[src/dpc_defines.vh]
// register offsets, field positions and reset values of the dual pwm/capture timer
// assumes: included by bare name from design files under src/
`ifndef DPC_DEFINES_VH
`define DPC_DEFINES_VH

// ==========================================
// register byte offsets
`define DPC_OFS_PRESCALE   12'h000
`define DPC_OFS_DIVSEL     12'h004
`define DPC_OFS_CTRL       12'h008
`define DPC_OFS_PERIOD0    12'h00C
`define DPC_OFS_THRESH0    12'h010
`define DPC_OFS_COUNT0     12'h014
`define DPC_OFS_PERIOD1    12'h018
`define DPC_OFS_THRESH1    12'h01C
`define DPC_OFS_COUNT1     12'h020
`define DPC_OFS_IRQEN      12'h040
`define DPC_OFS_IRQFLAG    12'h044
`define DPC_OFS_LATCHCTRL  12'h050
`define DPC_OFS_RISE0      12'h058
`define DPC_OFS_FALL0      12'h05C
`define DPC_OFS_RISE1      12'h060
`define DPC_OFS_FALL1      12'h064
`define DPC_OFS_LATCHINEN  12'h078
`define DPC_OFS_OUTEN      12'h07C

// ==========================================
// field positions
`define DPC_PRESCALE_LSB   0
`define DPC_GAP_LSB        16
`define DPC_DIV0_LSB       0
`define DPC_DIV1_LSB       4
`define DPC_CTRL_RUN0      0
`define DPC_CTRL_MODE0     1
`define DPC_CTRL_RUN1      8
`define DPC_CTRL_MODE1     9
`define DPC_CTRL_PAIR      16
`define DPC_LC_EN0         0
`define DPC_LC_RISEIE0     1
`define DPC_LC_FALLIE0     2
`define DPC_LC_FLAG0       4
`define DPC_LC_EN1         16
`define DPC_LC_RISEIE1     17
`define DPC_LC_FALLIE1     18
`define DPC_LC_FLAG1       20

// ==========================================
// reset values and selector codes
`define DPC_RESET_WORD     32'h0000_0000
`define DPC_SEL_DIV1       3'h4

`endif

[src/dpc_timer.v]
// one channel: 16-bit period down-counter with double-buffered period and threshold
// assumes: tick is a one-cycle pulse on sys_clk, one per count unit
`timescale 1ns/1ns
module dpc_timer #(
	parameter WIDTH = 16
) (
	input  wire             sys_clk,       // system clock
	input  wire             rst_n,         // async reset, active low
	input  wire             tick,          // count unit pulse
	input  wire             runEnable,     // counter_run_enable
	input  wire             reloadMode,    // reload_mode_select
	input  wire [WIDTH-1:0] periodShadow,  // software period value
	input  wire [WIDTH-1:0] threshShadow,  // software duty_threshold value
	input  wire             captureReload, // reload request from capture
	output reg  [WIDTH-1:0] count,         // live down-counter
	output reg              level,         // pwm level
	output reg              zeroEvent      // one-cycle pulse at zero
);
	reg             running;
	reg             halted;
	reg [WIDTH-1:0] activeThresh;

	// ==========================================
	// counting
	always @(posedge sys_clk or negedge rst_n) begin
		if (!rst_n) begin
			count        <= 16'h0000;
			running      <= 1'b0;
			halted       <= 1'b0;
			activeThresh <= 16'h0000;
			level        <= 1'b0;
			zeroEvent    <= 1'b0;
		end else begin
			zeroEvent <= 1'b0;
			if (!runEnable) begin
				running <= 1'b0;
				halted  <= 1'b0;
			end else if (!running && !halted) begin
				running      <= 1'b1;
				count        <= periodShadow;
				activeThresh <= threshShadow;
			end else if (running && captureReload) begin
				count <= periodShadow;
			end else if (running && tick) begin
				if (count == 16'h0000) begin
					zeroEvent    <= 1'b1;
					activeThresh <= threshShadow;
					if (reloadMode && periodShadow != 16'h0000) begin
						count <= periodShadow;
					end else begin
						running <= 1'b0;
						halted  <= 1'b1;
					end
				end else begin
					count <= count - 16'h0001;
				end
			end
			// high while count is at or below the threshold: cmp+1 units high per cycle
			if (running) begin
				level <= (count <= activeThresh);
			end
		end
	end
endmodule

[src/dpc_deadzone.v]
// dead-zone pair: complementary outputs with a gap before each rising edge
// assumes: unitTick is the selector 0 count unit pulse
`timescale 1ns/1ns
module dpc_deadzone (
	input  wire       sys_clk,   // system clock
	input  wire       rst_n,     // async reset, active low
	input  wire       unitTick,  // gap time unit
	input  wire [7:0] gapLength, // gap_length in units
	input  wire       source,    // timer 0 level
	output reg        outA,      // follows source
	output reg        outB       // complement of source
);
	reg       lastSource;
	reg [7:0] gapCount;

	always @(posedge sys_clk or negedge rst_n) begin
		if (!rst_n) begin
			lastSource <= 1'b0;
			gapCount   <= 8'h00;
			outA       <= 1'b0;
			outB       <= 1'b0;
		end else begin
			lastSource <= source;
			if (source != lastSource) begin
				gapCount <= gapLength;
				outA     <= 1'b0;
				outB     <= 1'b0;
			end else if (gapCount != 8'h00) begin
				if (unitTick) begin
					gapCount <= gapCount - 8'h01;
					// release on the gapLength-th tick after the source change, so the gap ends on a unit boundary
					if (gapCount == 8'h01) begin
						outA <= source;
						outB <= ~source;
					end
				end
			end else begin
				outA <= source;
				outB <= ~source;
			end
		end
	end
endmodule

[src/dpc_top.v]
// dual pwm generator / capture timer with apb register slave
// assumes: apb master on sys_clk; capture pins are asynchronous to sys_clk
//
// Chosen here: the APB register port and the register offsets.
`timescale 1ns/1ns
`include "dpc_defines.vh"
module dpc_top (
	input  wire        sys_clk,    // 20 MHz system clock
	input  wire        rst_n,      // async reset, active low
	input  wire        psel,       // apb select
	input  wire        penable,    // apb access phase
	input  wire        pwrite,     // apb direction
	input  wire [11:0] paddr,      // apb byte address
	input  wire [31:0] pwdata,     // apb write data
	output reg  [31:0] prdata,     // apb read data
	output reg         pready,     // apb ready
	output reg         pslverr,    // apb error on unmapped address
	input  wire [1:0]  pinIn,      // pin level in (capture)
	output reg  [1:0]  pinOut,     // pin level out (pwm)
	output reg  [1:0]  pinOe,      // pin output enable, high drives
	output reg         channel0Irq, // channel 0 interrupt
	output reg         channel1Irq, // channel 1 interrupt
	output reg         irq         // combined interrupt request
);
	// ==========================================
	// helpers
	function divTick;
		input [2:0] sel;
		input [3:0] cnt;
		input       pre;
		begin
			case (sel)
				3'h0:    divTick = pre & cnt[0];
				3'h1:    divTick = pre & (&cnt[1:0]);
				3'h2:    divTick = pre & (&cnt[2:0]);
				3'h3:    divTick = pre & (&cnt);
				3'h4:    divTick = pre;
				default: divTick = 1'b0;
			endcase
		end
	endfunction

	function mapped;
		input [11:0] a;
		begin
			case (a)
				`DPC_OFS_PRESCALE, `DPC_OFS_DIVSEL, `DPC_OFS_CTRL,
				`DPC_OFS_PERIOD0, `DPC_OFS_THRESH0, `DPC_OFS_COUNT0,
				`DPC_OFS_PERIOD1, `DPC_OFS_THRESH1, `DPC_OFS_COUNT1,
				`DPC_OFS_IRQEN, `DPC_OFS_IRQFLAG, `DPC_OFS_LATCHCTRL,
				`DPC_OFS_RISE0, `DPC_OFS_FALL0, `DPC_OFS_RISE1,
				`DPC_OFS_FALL1, `DPC_OFS_LATCHINEN, `DPC_OFS_OUTEN: mapped = 1'b1;
				default: mapped = 1'b0;
			endcase
		end
	endfunction

	// ==========================================
	// software registers
	reg  [7:0]  prescaleValue;
	reg  [7:0]  gapLength;
	reg  [2:0]  timer0DividerSelect;
	reg  [2:0]  timer1DividerSelect;
	reg  [1:0]  counterRunEnable;
	reg  [1:0]  reloadModeSelect;
	reg         pairDeadzoneEnable;
	reg  [15:0] periodShadow [0:1];
	reg  [15:0] threshShadow [0:1];
	reg  [1:0]  timerIrqEnable;
	reg  [1:0]  timerFlag;
	reg  [1:0]  latchEnable;
	reg  [1:0]  riseIrqEnable;
	reg  [1:0]  fallIrqEnable;
	reg  [1:0]  latchEventFlag;
	reg  [1:0]  latchInputEnable;
	reg  [1:0]  outputEnable;
	reg  [15:0] riseLatchValue [0:1];
	reg  [15:0] fallLatchValue [0:1];

	wire        wrStrobe = psel & penable & pready & pwrite;
	wire        rdSetup  = psel & ~penable;

	// ==========================================
	// clock generation
	reg  [7:0]  prescaleCount;
	reg         prescaleTick;
	reg  [3:0]  divCount;
	wire [1:0]  unitTick;

	always @(posedge sys_clk or negedge rst_n) begin
		if (!rst_n) begin
			prescaleCount <= 8'h00;
			prescaleTick  <= 1'b0;
			divCount      <= 4'h0;
		end else begin
			prescaleTick <= 1'b0;
			if (prescaleValue == 8'h00) begin
				prescaleCount <= 8'h00;
			end else if (prescaleCount == prescaleValue) begin
				prescaleCount <= 8'h00;
				prescaleTick  <= 1'b1;
			end else begin
				prescaleCount <= prescaleCount + 8'h01;
			end
			if (prescaleTick) begin
				divCount <= divCount + 4'h1;
			end
		end
	end

	// the shared divide counter means divided ticks stay phase-aligned between timers
	assign unitTick[0] = divTick(timer0DividerSelect, divCount, prescaleTick);
	assign unitTick[1] = divTick(timer1DividerSelect, divCount, prescaleTick);

	// ==========================================
	// capture input synchronisers and edge detect
	reg  [1:0]  capSync1;
	reg  [1:0]  capSync2;
	reg  [1:0]  capLast;
	wire [1:0]  capActive = latchEnable & latchInputEnable;
	wire [1:0]  riseEdge  = capActive & capSync2 & ~capLast;
	wire [1:0]  fallEdge  = capActive & ~capSync2 & capLast;
	wire [1:0]  capEvent  = (riseEdge & riseIrqEnable) | (fallEdge & fallIrqEnable);

	always @(posedge sys_clk or negedge rst_n) begin
		if (!rst_n) begin
			capSync1 <= 2'b00;
			capSync2 <= 2'b00;
			capLast  <= 2'b00;
		end else begin
			capSync1 <= pinIn;
			capSync2 <= capSync1;
			capLast  <= capSync2;
		end
	end

	// ==========================================
	// timers
	wire [15:0] liveCount [0:1];
	wire [1:0]  level;
	wire [1:0]  zeroEvent;

	genvar gi;
	generate
		for (gi = 0; gi < 2; gi = gi + 1) begin : chan
			dpc_timer #(.WIDTH(16)) u_timer (
				.sys_clk       (sys_clk),
				.rst_n         (rst_n),
				.tick          (unitTick[gi]),
				.runEnable     (counterRunEnable[gi]),
				.reloadMode    (reloadModeSelect[gi]),
				.periodShadow  (periodShadow[gi]),
				.threshShadow  (threshShadow[gi]),
				.captureReload (capEvent[gi]),
				.count         (liveCount[gi]),
				.level         (level[gi]),
				.zeroEvent     (zeroEvent[gi])
			);

			always @(posedge sys_clk or negedge rst_n) begin
				if (!rst_n) begin
					riseLatchValue[gi] <= 16'h0000;
					fallLatchValue[gi] <= 16'h0000;
				end else begin
					if (riseEdge[gi]) begin
						riseLatchValue[gi] <= liveCount[gi];
					end
					if (fallEdge[gi]) begin
						fallLatchValue[gi] <= liveCount[gi];
					end
				end
			end
		end
	endgenerate

	wire        pairA;
	wire        pairB;

	dpc_deadzone u_deadzone (
		.sys_clk   (sys_clk),
		.rst_n     (rst_n),
		.unitTick  (unitTick[0]),
		.gapLength (gapLength),
		.source    (level[0]),
		.outA      (pairA),
		.outB      (pairB)
	);

	// ==========================================
	// pins and interrupts
	always @(posedge sys_clk or negedge rst_n) begin
		if (!rst_n) begin
			pinOut      <= 2'b00;
			pinOe       <= 2'b00;
			channel0Irq <= 1'b0;
			channel1Irq <= 1'b0;
			irq         <= 1'b0;
		end else begin
			pinOut      <= pairDeadzoneEnable ? {pairB, pairA} : level;
			pinOe       <= outputEnable & ~latchEnable;
			channel0Irq <= (timerFlag[0] & timerIrqEnable[0]) | latchEventFlag[0];
			channel1Irq <= (timerFlag[1] & timerIrqEnable[1]) | latchEventFlag[1];
			irq         <= channel0Irq | channel1Irq;
		end
	end

	// ==========================================
	// register writes; hardware set wins over write-one-to-clear
	always @(posedge sys_clk or negedge rst_n) begin
		if (!rst_n) begin
			prescaleValue       <= 8'h00;
			gapLength           <= 8'h00;
			timer0DividerSelect <= 3'h0;
			timer1DividerSelect <= 3'h0;
			counterRunEnable    <= 2'b00;
			reloadModeSelect    <= 2'b00;
			pairDeadzoneEnable  <= 1'b0;
			periodShadow[0]     <= 16'h0000;
			periodShadow[1]     <= 16'h0000;
			threshShadow[0]     <= 16'h0000;
			threshShadow[1]     <= 16'h0000;
			timerIrqEnable      <= 2'b00;
			timerFlag           <= 2'b00;
			latchEnable         <= 2'b00;
			riseIrqEnable       <= 2'b00;
			fallIrqEnable       <= 2'b00;
			latchEventFlag      <= 2'b00;
			latchInputEnable    <= 2'b00;
			outputEnable        <= 2'b00;
		end else begin
			if (wrStrobe) begin
				case (paddr)
					`DPC_OFS_PRESCALE: begin
						prescaleValue <= pwdata[`DPC_PRESCALE_LSB+7:`DPC_PRESCALE_LSB];
						gapLength     <= pwdata[`DPC_GAP_LSB+7:`DPC_GAP_LSB];
					end
					`DPC_OFS_DIVSEL: begin
						timer0DividerSelect <= pwdata[`DPC_DIV0_LSB+2:`DPC_DIV0_LSB];
						timer1DividerSelect <= pwdata[`DPC_DIV1_LSB+2:`DPC_DIV1_LSB];
					end
					`DPC_OFS_CTRL: begin
						counterRunEnable   <= {pwdata[`DPC_CTRL_RUN1], pwdata[`DPC_CTRL_RUN0]};
						reloadModeSelect   <= {pwdata[`DPC_CTRL_MODE1], pwdata[`DPC_CTRL_MODE0]};
						pairDeadzoneEnable <= pwdata[`DPC_CTRL_PAIR];
					end
					`DPC_OFS_PERIOD0:   periodShadow[0] <= pwdata[15:0];
					`DPC_OFS_THRESH0:   threshShadow[0] <= pwdata[15:0];
					`DPC_OFS_PERIOD1:   periodShadow[1] <= pwdata[15:0];
					`DPC_OFS_THRESH1:   threshShadow[1] <= pwdata[15:0];
					`DPC_OFS_IRQEN:     timerIrqEnable  <= pwdata[1:0];
					`DPC_OFS_LATCHCTRL: begin
						latchEnable   <= {pwdata[`DPC_LC_EN1], pwdata[`DPC_LC_EN0]};
						riseIrqEnable <= {pwdata[`DPC_LC_RISEIE1], pwdata[`DPC_LC_RISEIE0]};
						fallIrqEnable <= {pwdata[`DPC_LC_FALLIE1], pwdata[`DPC_LC_FALLIE0]};
					end
					`DPC_OFS_LATCHINEN: latchInputEnable <= pwdata[1:0];
					`DPC_OFS_OUTEN:     outputEnable     <= pwdata[1:0];
					default: begin
					end
				endcase
			end
			timerFlag <= (timerFlag
				& ~((wrStrobe && paddr == `DPC_OFS_IRQFLAG) ? pwdata[1:0] : 2'b00))
				| zeroEvent;
			latchEventFlag <= (latchEventFlag
				& ~((wrStrobe && paddr == `DPC_OFS_LATCHCTRL)
					? {pwdata[`DPC_LC_FLAG1], pwdata[`DPC_LC_FLAG0]} : 2'b00))
				| capEvent;
		end
	end

	// ==========================================
	// apb read and response, data registered in the setup cycle
	reg [31:0] next_prdata;

	always @* begin
		next_prdata = `DPC_RESET_WORD;
		case (paddr)
			`DPC_OFS_PRESCALE:  next_prdata = {8'h00, gapLength, 8'h00, prescaleValue};
			`DPC_OFS_DIVSEL:    next_prdata = {25'h000_0000, timer1DividerSelect,
				1'b0, timer0DividerSelect};
			`DPC_OFS_CTRL:      next_prdata = {15'h0000, pairDeadzoneEnable, 6'h00,
				reloadModeSelect[1], counterRunEnable[1], 6'h00,
				reloadModeSelect[0], counterRunEnable[0]};
			`DPC_OFS_PERIOD0:   next_prdata = {16'h0000, periodShadow[0]};
			`DPC_OFS_THRESH0:   next_prdata = {16'h0000, threshShadow[0]};
			`DPC_OFS_COUNT0:    next_prdata = {16'h0000, liveCount[0]};
			`DPC_OFS_PERIOD1:   next_prdata = {16'h0000, periodShadow[1]};
			`DPC_OFS_THRESH1:   next_prdata = {16'h0000, threshShadow[1]};
			`DPC_OFS_COUNT1:    next_prdata = {16'h0000, liveCount[1]};
			`DPC_OFS_IRQEN:     next_prdata = {30'h0000_0000, timerIrqEnable};
			`DPC_OFS_IRQFLAG:   next_prdata = {30'h0000_0000, timerFlag};
			`DPC_OFS_LATCHCTRL: next_prdata = {11'h000, latchEventFlag[1], 1'b0,
				fallIrqEnable[1], riseIrqEnable[1], latchEnable[1], 11'h000,
				latchEventFlag[0], 1'b0, fallIrqEnable[0], riseIrqEnable[0],
				latchEnable[0]};
			`DPC_OFS_RISE0:     next_prdata = {16'h0000, riseLatchValue[0]};
			`DPC_OFS_FALL0:     next_prdata = {16'h0000, fallLatchValue[0]};
			`DPC_OFS_RISE1:     next_prdata = {16'h0000, riseLatchValue[1]};
			`DPC_OFS_FALL1:     next_prdata = {16'h0000, fallLatchValue[1]};
			`DPC_OFS_LATCHINEN: next_prdata = {30'h0000_0000, latchInputEnable};
			`DPC_OFS_OUTEN:     next_prdata = {30'h0000_0000, outputEnable};
			default:            next_prdata = `DPC_RESET_WORD;
		endcase
	end

	// zero wait states: pready stays high once out of reset
	always @(posedge sys_clk or negedge rst_n) begin
		if (!rst_n) begin
			prdata  <= `DPC_RESET_WORD;
			pready  <= 1'b0;
			pslverr <= 1'b0;
		end else begin
			pready <= 1'b1;
			if (rdSetup) begin
				prdata  <= pwrite ? `DPC_RESET_WORD : next_prdata;
				pslverr <= ~mapped(paddr);
			end
		end
	end
endmodule

[config.mk]
export PLATFORM = sky130hd
export DESIGN_NAME = dpc_top
export DESIGN_NICKNAME = d
export VERILOG_FILES = /design/src/dpc_timer.v /design/src/dpc_deadzone.v /design/src/dpc_top.v
export VERILOG_INCLUDE_DIRS = /design/src /design/src/src
export SDC_FILE = /design/constraint.sdc
export NUM_CORES = 1
export LEC_CHECK = 0
export ABC_CLOCK_PERIOD_IN_PS = 6000
export BUFFER_PORTS_ARGS = -buffer_cell sky130_fd_sc_hd__buf_2
export CORE_MARGIN = 1
export CORE_UTILIZATION = 40
export CTS_CLUSTER_DIAMETER = 80
export DETAILED_ROUTE_END_ITERATION = 7
export GPL_TIMING_DRIVEN = 0
export REMOVE_ABC_BUFFERS = 1
export SETUP_SLACK_MARGIN = 0.05
export SYNTH_ARGS = -nofsm -noshare
export SYNTH_HDL_FRONTEND = slang
export SYNTH_SLANG_ARGS = --single-unit
[constraint.sdc]
create_clock -name sys_clk -period 6 [get_ports sys_clk]
set_input_delay 1.2 -clock sys_clk [delete_from_list [all_inputs] [get_ports sys_clk]]
set_output_delay 1.2 -clock sys_clk [all_outputs]
set_load 0.05 [all_outputs]
==> flow_metrics.tcl <==
set metrics [dict create \
    outcome "finished clean" \
    layout.nets 1584 \
    drv_cap 0 \
    max_slew.worst_pin.slew_ns 1.40 \
    clock.fmax_mhz 217 \
    r2r_cells 8 \
    routed_via_density 6.02 \
    coreArea_um2 38800 \
    final_min_period_over_clock_period 0.768 \
    sequentialPowerShare 0.422 \
    r2r_end "chan[1].u_timer.count[1]$_DFFE_PN0P_" \
    synth_seq_area_share 0.484 \
    cts_root_buffer_type "sky130_fd_sc_hd__clkbuf_16" \
    antenna_cells_inserted 0 \
    vdd_ir_drop_max_uv 185 \
    r2r-start "divCount[0]$_DFFE_PN0P_" \
    layout_min_cycle_time_ns 4.61 \
    drt_pre_antenna_iters 5 \
    global_route.usage.total 0.239 \
    postCtsSetupBuffers 0 \
    yosysWarnings 0 \
    instances_no_fill 2032 \
    die_h_um 201 \
    utilization 0.460 \
    pin_count_of_the_biggest_net_entering_global_routing 90 \
    global_route.overflow_total 0 \
    hold_path.class "reg2reg" \
    cellLeakagePower_nw 8.50 \
    cts.htree.levels 2 \
    design.die.area_um2 40400 \
    pwr-share-clk 0.438 \
    synth_async_sr_flop_share 1.00 \
    std_cell_rows 72 \
    critical_path_arrival_ns 5.01 \
    crit_path_start "paddr[2]" \
    io_buffer_count 75 \
    place_congestion 0.961 \
    post_cts_resize_count 0 \
    critical_path.max_fanout 49 \
    placed_cells_incl_taps 1970 \
    clk_path_buf_depth 3 \
    routed_wl_um 47700 \
    cell_area_after_synthesis_um2 15800 \
    final-setup-viol-count 0 \
    slew-limit-headroom 0.0650 \
    boundaryPins 92 \
    start_util 0.407 \
    synth_top_flop_cell "sky130_fd_sc_hd__dfrtp_1" \
    yosys.cell_types.count 79 \
    sw_frac_of_total 0.277 \
    most_frequent_cells_in_the_layout "sky130_fd_sc_hd__dfrtp_1, sky130_fd_sc_hd__mux2_2, sky130_fd_sc_hd__nand2_1, sky130_fd_sc_hd__o21ai_0, sky130_fd_sc_hd__buf_2" \
    flow.area_growth_from_synthesis_pct 12.8 \
    dpl.hpwl_um 34200 \
    number_of_drc_violations_after_detailed_routing_iteration_0 1288 \
    route.detailed.wl_per_inst_um 23.5 \
    final_critical_path_setup_slack_ns 1.39 \
    power_density_nw_per_um2 287 \
    synth_edf_count 0 \
    net-switching-power_mw 1.42 \
    comb_pwr_share 0.140 \
    worst_clock_skew_ns 0.0122 \
    start_kind "input pin" \
    cts_inserted_buffers 35 \
    cellInternalPower_mw 3.70 \
    layout-drive-gt1-share 0.248 \
    dp_worst_setup_slack_ns 1.11 \
    ys_seq_elements 306 \
    tritoncts "yes" \
    unrepaired_setup_endpoints_after_global_routing "false" \
    sink_count_of_the_clock_tree 306 \
    width_of_the_die_um 201 \
    cp_data_required_time_ns 6.40 \
    postRouteAntennaNets 0 \
    via_count 12200 \
    worst-setup-path-type "in2reg" \
    global_route_wire_length_before_repair_um 74000 \
    final-hold-violation-count 0 \
    cts.clk_slew.worst_paths_ns 0.06 \
    drc 0 \
    netlist_instances 1453 \
    timing_max_transition_violations_final 0 \
    timing.critical_path.to "threshShadow[5]$_DFFE_PN0P_" \
    holdBufCountCts 0 \
    layout.cells.most_common "sky130_fd_sc_hd__dfrtp_1" \
    final_design_area_no_fill_um2 17800 \
    syn_avg_cell_area_um2 10.9 \
    placement.cell_area_um2 16700 \
    r2r_slack_ns 2.23 \
    grt_pass1_vias 11900 \
    endpoint_kind "flip-flop" \
    antenna_violations_before_repair 0 \
    clock_insertion_delay_worst_skew_ns 0.53 \
]
worst min-delay path by stage:
| stage | cells after the start | slack [ns] | startpoint | endpoint |
|---|---|---|---|---|
| 2_1_floorplan | 0 | 0.33 | capSync1[0]$_DFF_PN0_ | capSync2[0]$_DFF_PN0_ |
| 3_3_place_gp | 0 | 0.34 | capSync1[1]$_DFF_PN0_ | capSync2[1]$_DFF_PN0_ |
| 3_5_place_dp | 0 | 0.34 | capSync1[1]$_DFF_PN0_ | capSync2[1]$_DFF_PN0_ |
| 4_1_cts | 0 | 0.35 | capSync1[1]$_DFF_PN0_ | capSync2[1]$_DFF_PN0_ |
| 5_1_grt | 0 | 0.38 | capSync1[1]$_DFF_PN0_ | capSync2[1]$_DFF_PN0_ |
| 6_report | 0 | 0.35 | capSync1[1]$_DFF_PN0_ | capSync2[1]$_DFF_PN0_ |
worst max-delay path, stage by stage:
cell	delay [ns]
sky130_fd_sc_hd__buf_2	0.99
sky130_fd_sc_hd__nand2_1	0.50
sky130_fd_sc_hd__nor2_1	0.75
sky130_fd_sc_hd__nand2_1	0.93
sky130_fd_sc_hd__mux2_2	0.57
layer usage:
layer | global-route usage | vias up | part of all wire
met1 | 0.343 | 6205 | 0.45
met2 | 0.369 | 517 | 0.46
li1 | - | 5421 | -
met5 | 0 | - | 0
met4 | 0.0720 | 0 | 0.030
met3 | 0.0370 | 95 | 0.066
cells in the mapped netlist (9+ instances only):
| master | number | area share |
|---|---|---|
| sky130_fd_sc_hd__dfrtp_1 | 306 | 0.48 |
| sky130_fd_sc_hd__mux2_2 | 206 | 0.15 |
| sky130_fd_sc_hd__nand2_1 | 88 | 0.021 |
| sky130_fd_sc_hd__o21ai_0 | 85 | 0.027 |
| sky130_fd_sc_hd__a21oi_1 | 73 | 0.023 |
| sky130_fd_sc_hd__nor2_1 | 65 | 0.015 |
| sky130_fd_sc_hd__clkbuf_1 | 57 | 0.014 |
| sky130_fd_sc_hd__inv_1 | 52 | 0.012 |
| sky130_fd_sc_hd__ha_1 | 44 | 0.035 |
| sky130_fd_sc_hd__nand3_1 | 38 | 0.012 |
| sky130_fd_sc_hd__mux2i_1 | 34 | 0.022 |
| sky130_fd_sc_hd__a31oi_1 | 31 | 0.012 |
| sky130_fd_sc_hd__nor4_1 | 30 | 0.012 |
| sky130_fd_sc_hd__nor3_1 | 25 | 0.0079 |
| sky130_fd_sc_hd__a22oi_1 | 21 | 0.010 |
| sky130_fd_sc_hd__xor2_1 | 17 | 0.0094 |
| sky130_fd_sc_hd__buf_2 | 16 | 0.0051 |
| sky130_fd_sc_hd__a21o_1 | 15 | 0.0071 |
| sky130_fd_sc_hd__and3_1 | 15 | 0.0059 |
| sky130_fd_sc_hd__nand2b_1 | 15 | 0.0059 |
| sky130_fd_sc_hd__nand4_1 | 15 | 0.0059 |
| sky130_fd_sc_hd__a32oi_1 | 11 | 0.0061 |
| sky130_fd_sc_hd__nor2b_1 | 11 | 0.0043 |
| sky130_fd_sc_hd__buf_4 | 10 | 0.0047 |
| sky130_fd_sc_hd__a22o_1 | 9 | 0.0050 |
| sky130_fd_sc_hd__or4_1 | 9 | 0.0043 |
power by group through the flow:
stage	Sequential (mW)	Combinational, mW	Clock [mW]
6_report	2.16	0.718	2.24
2_1_floorplan	2.19	0.431	0
5_1_grt	2.16	0.796	2.37
4_1_cts	2.16	0.711	2.29
3_3_place_gp	2.20	0.669	0
3_5_place_dp	2.20	0.708	0
stage by stage:
stage / total power, mW / hold WS, ns / TNS, ns
CTS: 5.15 / 0.352 / 0
global placement: 2.86 / 0.344 / -655.36
detailed placement: 2.90 / 0.343 / 0
finish: 5.12 / 0.350 / 0
global route: 5.32 / 0.379 / 0
floorplan: 2.62 / 0.331 / 0
cell type report:
cell class,count,area (µm²)
Sequential cell,306,7660
Inverter,52,195
Tap cell,518,648
Clock inverter,12,165
Multi-Input combinational cell,1011,7630
Fill cell,3595,21000
Timing Repair Buffer,83,532
Clock buffer,50,1020
logic make-up (layout without fill, tap and decap cells):
family,Yosys count,in the layout,share of synthesized area
buf+inv,143,197,0.0385
xor+xnor,23,23,0.0127
other cells,2,9,0.000475
flops,306,306,0.484
mux,243,243,0.172
simple gates,370,370,0.126
compound gates,322,322,0.131
fa+ha+maj,44,44,0.0348
state kept, by name (all words and copies together), names as in the netlist, 24 cells and up:
signal and cells:
riseLatchValue 32, chan.u_timer.activeThresh 32, threshShadow 32, periodShadow 32, fallLatchValue 32, chan.u_timer.count 32, prdata 24
Note: power is estimated with default switching activity, not from simulation.
